### config.mk
export PLATFORM = sky130hd
export DESIGN_NAME = aps_top
export DESIGN_NICKNAME = d
export VERILOG_FILES = /design/src/hw/aps_pkg.sv /design/src/hw/aps_top.sv /design/src/hw/aps_sync.sv /design/src/hw/aps_restart_timer.sv
export SDC_FILE = /design/constraint.sdc
export NUM_CORES = 1
export LEC_CHECK = 0
export ABC_AREA = 1
export BUFFER_PORTS_ARGS = -buffer_cell sky130_fd_sc_hd__buf_4
export CORE_MARGIN = 3
export CORE_UTILIZATION = 55
export DETAILED_ROUTE_END_ITERATION = 8
export PLACE_DENSITY = 0.87
export SKIP_LAST_GASP = 1
export SLEW_MARGIN = 40
export SYNTH_ARGS = -nofsm -noshare
export SYNTH_HDL_FRONTEND = slang
export SYNTH_SLANG_ARGS = --single-unit
### constraint.sdc
create_clock -name I_CORE_CLK -period 2.65 [get_ports I_CORE_CLK]
set_input_delay 0.265 -clock I_CORE_CLK [delete_from_list [all_inputs] [get_ports I_CORE_CLK]]
set_output_delay 0.265 -clock I_CORE_CLK [all_outputs]
set_load 0.005 [all_outputs]
### src/hw/aps_pkg.sv
// shared constants for the amplifier protection supervisor
package aps_pkg;
  // ==========================================
  // clock and timing
  localparam int CLK_FREQ_KHZ = 200000;
  localparam int RESTART_TIME_MS = 100;
  localparam int RESTART_CYCLES = RESTART_TIME_MS * CLK_FREQ_KHZ;
  // cycles of low-impedance limiting that drain the short timer capacitor
  localparam int CAP_DRAIN_CYCLES = 64;
  localparam int TMR_W = 25;
  localparam int CAP_W = 7;
  // ==========================================
  // register map
  localparam logic [3:0] ADDR_CTRL = 4'h0;
  localparam logic [3:0] ADDR_EVENT = 4'h4;
  localparam logic [3:0] ADDR_MASK = 4'h8;
  localparam logic [3:0] ADDR_STATE = 4'hc;
  localparam logic [31:0] CTRL_RESET = 32'h0000_0000;
  localparam logic [7:0] MASK_RESET = 8'h00;
  localparam int CTRL_FORCE_STBY = 0;
  // ==========================================
  // event bit positions
  localparam int EV_OVERTEMP = 0;
  localparam int EV_UNDERVOLT = 1;
  localparam int EV_OVERVOLT = 2;
  localparam int EV_IMBALANCE = 3;
  localparam int EV_CLOCK_LOSS = 4;
  localparam int EV_OC_SHUT = 5;
  localparam int EV_WINDOW = 6;
  localparam int EV_WARN = 7;
  localparam int NUM_EV = 8;
  // ==========================================
  // mode input codes
  localparam logic [1:0] MODE_STANDBY = 2'h0;
  localparam logic [1:0] MODE_MUTE = 2'h1;
  localparam logic [1:0] MODE_OPERATE = 2'h2;
  localparam logic [1:0] MODE_OPERATE_NO_FOLD = 2'h3;
  // ==========================================
  // supervisor states
  typedef enum logic [4:0] {
    ST_STANDBY  = 5'b00001,
    ST_WINDOW   = 5'b00010,
    ST_MUTE     = 5'b00100,
    ST_OPERATE  = 5'b01000,
    ST_SHUTDOWN = 5'b10000
  } aps_state_t;
endpackage

### src/hw/aps_top.sv
// protection supervisor for a two-channel switching amplifier
`timescale 1ns/100ps
// Overview of operation
// RULE_01 - start-up from standby stalls while an output is shorted
// RULE_02 - short check runs with power stages still disabled
// RULE_03 - restart after overcurrent shutdown reruns the short check
// RULE_04 - undervoltage shuts all down; restart 100 ms after it clears
// RULE_05 - overvoltage disables power stages; restart 100 ms after it clears
// RULE_06 - supply imbalance shuts down; restart 100 ms after it clears
// RULE_07 - clock loss switches amplifier off until clock back, then 100 ms
// RULE_08 - warning before foldback; foldback never shuts down or flags
// RULE_09 - all protections but foldback flag fault status; most restart late
// RULE_10 - only overcurrent drains capacitor; shutdown only on low impedance
// RULE_11 - window fault never shuts down; start-up resumes once clear
// RULE_12 - fault status held while off and during start-up, at least 100 ms
// RULE_13 - overcurrent restart retried every 100 ms until current normal
// RULE_14 - overtemp restart about 100 ms after temperature falls
// RULE_15 - controller selects one of four modes on the mode pin
// RULE_16 - one shared restart timer; any new fault restarts it (here only overtemp, voltage, imbalance and clock loss do)
// RULE_17 - every asynchronous fault input passes a two-stage synchroniser
module aps_top #(
  parameter logic [aps_pkg::TMR_W-1:0] RESTART_CYCLES =
    aps_pkg::TMR_W'(aps_pkg::RESTART_CYCLES)
) (
  // clock, reset, enable
  input wire logic I_CORE_CLK,
  input wire logic I_RST_N,
  input wire logic I_CE,
  // mode from controller
  input wire logic [1:0] I_MODE,
  // asynchronous fault indications
  input wire logic I_OVERTEMP,
  input wire logic I_UNDERVOLT,
  input wire logic I_OVERVOLT,
  input wire logic I_IMBALANCE,
  input wire logic I_CLOCK_LOSS,
  input wire logic I_OC_LIMIT,
  input wire logic I_OC_LOW_Z,
  input wire logic I_WINDOW_SHORT,
  input wire logic I_TEMP_WARN,
  input wire logic I_TEMP_FOLD,
  // output stage control
  output logic O_POWER_EN,
  output logic O_MUTE,
  output logic O_FOLDBACK_EN,
  output logic O_CAP_DISCHARGE,
  // open-drain diagnostic pins, low when driven
  input wire logic I_THERMAL_WARNING,
  output logic O_THERMAL_WARNING,
  output logic O_THERMAL_WARNING_OE,
  input wire logic I_FAULT_STATUS,
  output logic O_FAULT_STATUS,
  output logic O_FAULT_STATUS_OE,
  // register port
  input wire logic [3:0] I_ADDR,
  input wire logic [31:0] I_WDATA,
  input wire logic I_WR,
  input wire logic I_RD,
  output logic [31:0] O_RDATA,
  // interrupt
  output logic O_IRQ
);
  localparam int NF = 10;

  logic [NF-1:0] raw;
  logic [NF-1:0] syn;
  logic [1:0] mode_s;
  logic otp;
  logic uvp;
  logic ovp;
  logic ubp;
  logic clk_loss;
  logic oc_limit;
  logic oc_low_z;
  logic wp_short;
  logic warn;
  logic fold;
  aps_pkg::aps_state_t state;
  aps_pkg::aps_state_t next_state;
  logic [aps_pkg::CAP_W-1:0] cap_level;
  logic cap_empty;
  logic oc_restart;
  logic hard_fault;
  logic timer_done;
  logic force_stby;
  logic [31:0] ctrl;
  logic [aps_pkg::NUM_EV-1:0] ev_status;
  logic [aps_pkg::NUM_EV-1:0] ev_mask;
  logic [aps_pkg::NUM_EV-1:0] ev_now;
  logic [aps_pkg::NUM_EV-1:0] ev_prev;
  logic [aps_pkg::NUM_EV-1:0] ev_set;
  logic wr_ev;
  logic fault_diag;

  // ==========================================
  // input synchronisers
  assign raw = {I_TEMP_FOLD, I_TEMP_WARN, I_WINDOW_SHORT, I_OC_LOW_Z,
                I_OC_LIMIT, I_CLOCK_LOSS, I_IMBALANCE, I_OVERVOLT,
                I_UNDERVOLT, I_OVERTEMP};

  // RULE_17 synchronise fault inputs
  aps_sync #(.W(NF)) u_sync_fault (
    .i_clk(I_CORE_CLK),
    .i_rst_n(I_RST_N),
    .i_ce(I_CE),
    .i_async(raw),
    .o_sync(syn)
  );

  // mode pin is taken as synchronous
  assign mode_s = I_MODE;
  assign otp = syn[0];
  assign uvp = syn[1];
  assign ovp = syn[2];
  assign ubp = syn[3];
  assign clk_loss = syn[4];
  assign oc_limit = syn[5];
  assign oc_low_z = syn[6];
  assign wp_short = syn[7];
  assign warn = syn[8];
  assign fold = syn[9];

  // ==========================================
  // short timer capacitor model
  function automatic logic is_running(input aps_pkg::aps_state_t s);
    is_running = (s == aps_pkg::ST_MUTE) || (s == aps_pkg::ST_OPERATE);
  endfunction

  // RULE_10 drain only on low-impedance limiting
  always_ff @(posedge I_CORE_CLK or negedge I_RST_N)
  begin
    if (!I_RST_N)
      cap_level <= aps_pkg::CAP_W'(aps_pkg::CAP_DRAIN_CYCLES);
    else if (I_CE)
    begin
      if (!is_running(state))
        cap_level <= aps_pkg::CAP_W'(aps_pkg::CAP_DRAIN_CYCLES);
      else if (oc_limit && oc_low_z && cap_level != '0)
        cap_level <= cap_level - 1'b1;
      else if (!(oc_limit && oc_low_z))
        cap_level <= aps_pkg::CAP_W'(aps_pkg::CAP_DRAIN_CYCLES);
    end
  end

  // recharge on a clean cycle keeps brief impedance dips from tripping
  assign cap_empty = is_running(state) && (cap_level == '0);
  // RULE_10 discharge output only from overcurrent
  assign O_CAP_DISCHARGE = is_running(state) && oc_limit && oc_low_z;

  // ==========================================
  // shared restart timer
  // RULE_09 faults that force complete shutdown
  assign hard_fault = otp || uvp || ovp || ubp || clk_loss;

  // RULE_16 one timer, held by any pending hard fault (not overcurrent or window short)
  aps_restart_timer #(.CYCLES(RESTART_CYCLES)) u_restart (
    .i_clk(I_CORE_CLK),
    .i_rst_n(I_RST_N),
    .i_ce(I_CE),
    .i_hold(hard_fault),
    .i_run(state == aps_pkg::ST_SHUTDOWN),
    .o_done(timer_done)
  );

  // ==========================================
  // supervisor state machine
  assign force_stby = ctrl[aps_pkg::CTRL_FORCE_STBY];

  always_comb
  begin
    next_state = state;
    unique case (state)
      aps_pkg::ST_STANDBY:
      begin
        if (hard_fault)
          next_state = aps_pkg::ST_SHUTDOWN;
        else if (mode_s != aps_pkg::MODE_STANDBY && !force_stby)
          // RULE_02 check before power stages enable
          next_state = aps_pkg::ST_WINDOW;
      end
      aps_pkg::ST_WINDOW:
      begin
        if (hard_fault)
          next_state = aps_pkg::ST_SHUTDOWN;
        else if (mode_s == aps_pkg::MODE_STANDBY || force_stby)
          next_state = aps_pkg::ST_STANDBY;
        // RULE_01 stall while shorted
        // RULE_11 resume directly once clear
        else if (!wp_short)
          next_state = (mode_s == aps_pkg::MODE_MUTE) ?
                       aps_pkg::ST_MUTE : aps_pkg::ST_OPERATE;
      end
      aps_pkg::ST_MUTE,
      aps_pkg::ST_OPERATE:
      begin
        // RULE_04 RULE_05 RULE_06 RULE_07 shut down on fault
        // RULE_10 full shutdown when capacitor drained
        if (hard_fault || cap_empty)
          next_state = aps_pkg::ST_SHUTDOWN;
        else if (mode_s == aps_pkg::MODE_STANDBY || force_stby)
          next_state = aps_pkg::ST_STANDBY;
        else if (mode_s == aps_pkg::MODE_MUTE)
          next_state = aps_pkg::ST_MUTE;
        else
          next_state = aps_pkg::ST_OPERATE;
      end
      aps_pkg::ST_SHUTDOWN:
      begin
        // RULE_14 restart delayed after fault clears
        if (timer_done)
        begin
          if (mode_s == aps_pkg::MODE_STANDBY || force_stby)
            next_state = aps_pkg::ST_STANDBY;
          // RULE_03 short check on overcurrent restart
          // RULE_13 retries every 100 ms via recharge
          else if (oc_restart)
            next_state = aps_pkg::ST_WINDOW;
          else
            next_state = (mode_s == aps_pkg::MODE_MUTE) ?
                         aps_pkg::ST_MUTE : aps_pkg::ST_OPERATE;
        end
      end
      default:
        next_state = aps_pkg::ST_SHUTDOWN;
    endcase
  end

  always_ff @(posedge I_CORE_CLK or negedge I_RST_N)
  begin
    if (!I_RST_N)
      state <= aps_pkg::ST_STANDBY;
    else if (I_CE)
      state <= next_state;
  end

  // RULE_03 remember an overcurrent shutdown
  always_ff @(posedge I_CORE_CLK or negedge I_RST_N)
  begin
    if (!I_RST_N)
      oc_restart <= 1'b0;
    else if (I_CE)
    begin
      if (is_running(state) && cap_empty)
        oc_restart <= 1'b1;
      else if (is_running(state) || state == aps_pkg::ST_STANDBY)
        oc_restart <= 1'b0;
    end
  end

  // ==========================================
  // output stage and diagnostics
  always_ff @(posedge I_CORE_CLK or negedge I_RST_N)
  begin
    if (!I_RST_N)
    begin
      O_POWER_EN <= 1'b0;
      O_MUTE <= 1'b1;
      O_FOLDBACK_EN <= 1'b0;
    end
    else if (I_CE)
    begin
      O_POWER_EN <= is_running(next_state);
      O_MUTE <= next_state != aps_pkg::ST_OPERATE;
      // RULE_08 foldback only limits gain
      O_FOLDBACK_EN <= fold && is_running(next_state) &&
                       mode_s != aps_pkg::MODE_OPERATE_NO_FOLD;
    end
  end

  // RULE_12 held through shutdown and start-up
  // RULE_09 every protection except foldback
  assign fault_diag = state == aps_pkg::ST_SHUTDOWN ||
                      state == aps_pkg::ST_WINDOW ||
                      (is_running(state) && oc_limit);

  always_ff @(posedge I_CORE_CLK or negedge I_RST_N)
  begin
    if (!I_RST_N)
    begin
      O_FAULT_STATUS_OE <= 1'b0;
      O_THERMAL_WARNING_OE <= 1'b0;
    end
    else if (I_CE)
    begin
      O_FAULT_STATUS_OE <= fault_diag;
      // RULE_08 warning even with foldback disabled
      O_THERMAL_WARNING_OE <= warn;
    end
  end

  // pins only ever pull low; readback inputs go to the state register
  assign O_FAULT_STATUS = 1'b0;
  assign O_THERMAL_WARNING = 1'b0;

  // ==========================================
  // events and interrupt
  assign ev_now = {warn, wp_short && state == aps_pkg::ST_WINDOW,
                   cap_empty, clk_loss, ubp, ovp, uvp, otp};
  assign ev_set = ev_now & ~ev_prev;
  assign wr_ev = I_WR && I_ADDR == aps_pkg::ADDR_EVENT;

  always_ff @(posedge I_CORE_CLK or negedge I_RST_N)
  begin
    if (!I_RST_N)
      ev_prev <= '0;
    else if (I_CE)
      ev_prev <= ev_now;
  end

  // set wins over a same-cycle write-one clear
  always_ff @(posedge I_CORE_CLK or negedge I_RST_N)
  begin
    if (!I_RST_N)
      ev_status <= '0;
    else if (I_CE)
      ev_status <= (ev_status & ~(wr_ev ? I_WDATA[aps_pkg::NUM_EV-1:0] :
                    '0)) | ev_set;
  end

  assign O_IRQ = |(ev_status & ev_mask);

  // ==========================================
  // register port
  always_ff @(posedge I_CORE_CLK or negedge I_RST_N)
  begin
    if (!I_RST_N)
    begin
      ctrl <= aps_pkg::CTRL_RESET;
      ev_mask <= aps_pkg::MASK_RESET;
    end
    else if (I_CE && I_WR)
    begin
      if (I_ADDR == aps_pkg::ADDR_CTRL)
        ctrl <= {31'h0000_0000, I_WDATA[aps_pkg::CTRL_FORCE_STBY]};
      if (I_ADDR == aps_pkg::ADDR_MASK)
        ev_mask <= I_WDATA[aps_pkg::NUM_EV-1:0];
    end
  end

  always_ff @(posedge I_CORE_CLK or negedge I_RST_N)
  begin
    if (!I_RST_N)
      O_RDATA <= 32'h0000_0000;
    else if (I_CE)
    begin
      O_RDATA <= 32'h0000_0000;
      if (I_RD)
      begin
        unique case (I_ADDR)
          aps_pkg::ADDR_CTRL: O_RDATA <= ctrl;
          aps_pkg::ADDR_EVENT: O_RDATA <= {24'h00_0000, ev_status};
          aps_pkg::ADDR_MASK: O_RDATA <= {24'h00_0000, ev_mask};
          aps_pkg::ADDR_STATE:
            O_RDATA <= {8'h00, ~I_FAULT_STATUS, ~I_THERMAL_WARNING,
                        oc_restart, state, 6'h00, syn};
          default: O_RDATA <= 32'h0000_0000;
        endcase
      end
    end
  end
endmodule

### src/hw/aps_sync.sv
// two-stage synchroniser for a group of asynchronous levels
`timescale 1ns/100ps
module aps_sync #(
  parameter int W = 1
) (
  // clock and reset
  input wire logic i_clk,
  input wire logic i_rst_n,
  input wire logic i_ce,
  // levels
  input wire logic [W-1:0] i_async,
  output logic [W-1:0] o_sync
);
  logic [W-1:0] stage1;

  // ==========================================
  // first stage feeds only the second
  always_ff @(posedge i_clk or negedge i_rst_n)
  begin
    if (!i_rst_n)
    begin
      stage1 <= '0;
      o_sync <= '0;
    end
    else if (i_ce)
    begin
      stage1 <= i_async;
      o_sync <= stage1;
    end
  end
endmodule

### src/hw/aps_restart_timer.sv
// shared restart delay timer, restarted by any pending hard fault
`timescale 1ns/100ps
module aps_restart_timer #(
  parameter logic [aps_pkg::TMR_W-1:0] CYCLES =
    aps_pkg::TMR_W'(aps_pkg::RESTART_CYCLES)
) (
  // clock and reset
  input wire logic i_clk,
  input wire logic i_rst_n,
  input wire logic i_ce,
  // control
  input wire logic i_hold,
  input wire logic i_run,
  output logic o_done
);
  logic [aps_pkg::TMR_W-1:0] count;

  // ==========================================
  // count up while running; a fault holds it at zero
  always_ff @(posedge i_clk or negedge i_rst_n)
  begin
    if (!i_rst_n)
      count <= '0;
    else if (i_ce)
    begin
      if (i_hold || !i_run)
        count <= '0;
      else if (count != CYCLES)
        count <= count + 1'b1;
    end
  end

  assign o_done = i_run && !i_hold && (count == CYCLES);
endmodule

==> results.txt <==
outcome: complete, no violations
total grt overflow: 0
Post-synth ARST share: 1.00
# clock sinks: 105
top post-synthesis cells by area: dfrtp_1, nand2_1, inv_1
Place WS: 0.455 ns
Slew Limit Fails: 0
vias in the first global route: 4,600
crit share post-route: 0.843
synthesized cell area: 5520 um2
post-detail-place hpwl: 9.62 mm
Adder-Cell Fraction of Synth Area: 0.00907
Fmax: 448 MHz
mux cell area share after synthesis: 0
P_int: 2220 uW
DRT antenna net count: 0
Worst-Skew Late Latency: 0.38 ns
clock skew: 0.0194 ns
Arr. time, crit path: 2.50 ns
Power Dens Cells: 507 nW/um2
P_leak: 0.00299 uW
CTS Buffer Depth: 2
HP Class: in -> reg
root buffer cell: clkbuf_8
RSZ-0062 raised after global routing: no
Horiz. Die Dim: 106 um
most common flop cell mapped by yosys: dfrtp_1
Tot GR Track Use: 0.240
final WL: 13.0 mm
MaxCap Viol Count: 0
largest area contributor in the netlist: dfrtp_1
top cell type's share of synthesized area: 0.463
Seq pwr share: 0.568
Max rail drop VDD: 445 uV
YS warnings: 0
unique cell type count in the Yosys netlist: 47
Rows: 35
critical setup path kind: reg -> reg
Setup crit end kind: flop
worst relative slew slack: 0.524
register area share after synthesis: 0.477
first drt pass iteration count: 5
DRC violations left: 0
first-pass GRT wire length: 21.8 mm
setup TNS: 0 ns
Post-CTS Setup Bufs: 0
clock share of power: 0.300
Post-Synth XOR/XNOR Area: 0.0254
H-tree levels: 3
Die ar.: 11,300 um2
RePlAce Congestion: 0.916
synth cell count leaders: nand2_1, dfrtp_1, inv_1
detailed-route via count: 4,735
Filler cells: 796
largest net degree at the start of global routing: 55
fin nets: 793
share of layout cells above drive strength 1: 0.150
most frequent cell after synthesis: nand2_1
Switching Share: 0.294
CP Max Fanout: 25
Post-Synthesis Cells: 678
Design Area, Final: 6190 um2
placed cell area: 6000 um2
P&R area growth vs syn: 12.2%
Sw Pwr: 924 uW
WP data required: 2.91 ns
Antenna diodes: 0
Simple-Gate Fraction of Synth Area: 0.269
syn_area_per_cell: 8.14 um2
Combinational Power Share: 0.132
Slew @ Worst Pin: 0.715 ns
#FFs+latches synth: 105
CTS tree: yes
area fraction in compound gates after synthesis: 0.129
Via density: 5.46
Worst Setup Slack, final: 0.415 ns
initial antenna violation count: 0
Final min period: 2.23 ns
core area: 9500 um2
final setup vio count: 0
IO Count: 96
largest family of logic cells by synthesized area: simple AND/OR/NAND/NOR gates
Final Hold Viols: 0
DIE HEIGHT: 106 um
EDFF count, synth: 0
Num CTS Buffers: 9
WL per Instance: 15.0 um
Starting DRT DRC Count: 273
Worst-path clk slew: 0.11 ns
Initial Util: 0.581
Port Buffers: 55
Worst setup SP type: flop
timing repair:
action	CTS	global route
resized for setup	0	0
hold endpoints to repair	50	0
hold buffers	1	0
routing by layer:
metal | wire length (um) | part of all wire | track usage | vias up
li1 | - | - | - | 2313
met1 | 5550 | 0.43 | 0.318 | 2218
met2 | 6500 | 0.50 | 0.408 | 188
met3 | 848 | 0.065 | 0.0534 | 16
met4 | 146 | 0.011 | 0.0500 | 0
met5 | 0 | 0 | 0 | -
area by class of cell:
type                    count  area (um2)  area share
clock buffers              11         131      0.0212
clock inverters             5        48.8     0.00788
inverters                  78         293      0.0473
multi-input cells         478        2450       0.395
flip-flops and latches    105        2630       0.425
well taps                 129         161      0.0261
repair buffers             62         480      0.0776
layout by cell type, fill, tap and decap left out, types with 6 or more instances in the layout:
cell type / synthesis / routed
dfrtp_1: 102 / 102
o21ai_0: 43 / 43
nand4_1: 17 / 17
inv_1: 71 / 71
nor2_1: 57 / 57
a21oi_1: 8 / 8
o21ai_2: 6 / 6
conb_1: 1 / 16
o31ai_1: 25 / 25
nand2_1: 193 / 193
xor2_1: 15 / 15
clkbuf_8: 0 / 9
buf_4: 17 / 60
nor3_1: 12 / 12
a221oi_1: 7 / 7
nand3_1: 26 / 26
inv_2: 6 / 6
flip-flops by register name, summed over array words and instances, names as in the netlist:
| name | count |
|---|---|
| ev_mask | 8 |
| ev_status | 8 |
| ev_prev | 7 |
| O_FOLDBACK_EN | 1 |
| O_POWER_EN | 1 |
| state | 5 |
| cap_level | 7 |
| u_restart.count | 25 |
| O_FAULT_STATUS_OE | 1 |
| O_RDATA | 18 |
| O_THERMAL_WARNING_OE | 1 |
| u_sync_fault.o_sync | 10 |
| oc_restart | 1 |
| ctrl | 1 |
| O_MUTE | 1 |
| u_sync_fault.stage1 | 10 |
stage by stage:
step / utilization / cells / power, uW / hold slack (ns)
after floorplan: - / 693 / 2060 / -0.0306
after global placement: 0.632 / 851 / 2200 / 0.357
after detailed placement: 0.632 / 851 / 2220 / 0.371
after CTS: 0.652 / 868 / 3150 / 0.0417
after global routing: 0.652 / 868 / 3310 / 0.0266
final: 0.652 / 868 / 3140 / 0.0461
power by group through the flow:
stage,clock (uW),sequential (uW),combinational (uW)
finish,942,1780,414
global route,1040,1800,473
CTS,955,1780,415
detailed placement,0,1810,412
global placement,0,1810,393
floorplan,0,1790,271
path summary, 6_finish.rpt:
check,from,to,slack [ns],depth (start not counted)
max in group asynchronous,I_RST_N,u_restart.count[10],1.46,3
min reg2reg,ev_prev[0],ev_status[0],0.47,1
max,u_restart.count[0],u_restart.count[24],0.42,12
min in group asynchronous,I_RST_N,ev_mask[1],0.48,2
min,I_THERMAL_WARNING,O_RDATA[22],0.05,2
max reg2reg,u_restart.count[0],u_restart.count[24],0.42,12
cell families (layout without fill, tap and decap cells):
kind of cell	after synthesis	after routing
AO/OA/AOI/OAI	109	109
XOR/XNOR	16	16
adder cells (fa/ha/maj)	4	4
buffers and inverters	110	156
flip-flops	105	105
other	1	16
AND/OR/NAND/NOR	333	333
critical path, stage by stage, from the launching register on:
cell and delay (ns):
dfrtp_1 0.41, inv_1 0.18, ha_1 0.20, nand2_1 0.06, nor2_1 0.08, nand2_1 0.10
nor2_4 0.17, nand3_4 0.12, nand2_4 0.25, inv_2 0.21, nand3_1 0.13, xor2_1 0.16
nor2_1 0.06
No activity file was read; power rests on OpenSTA's default activity.
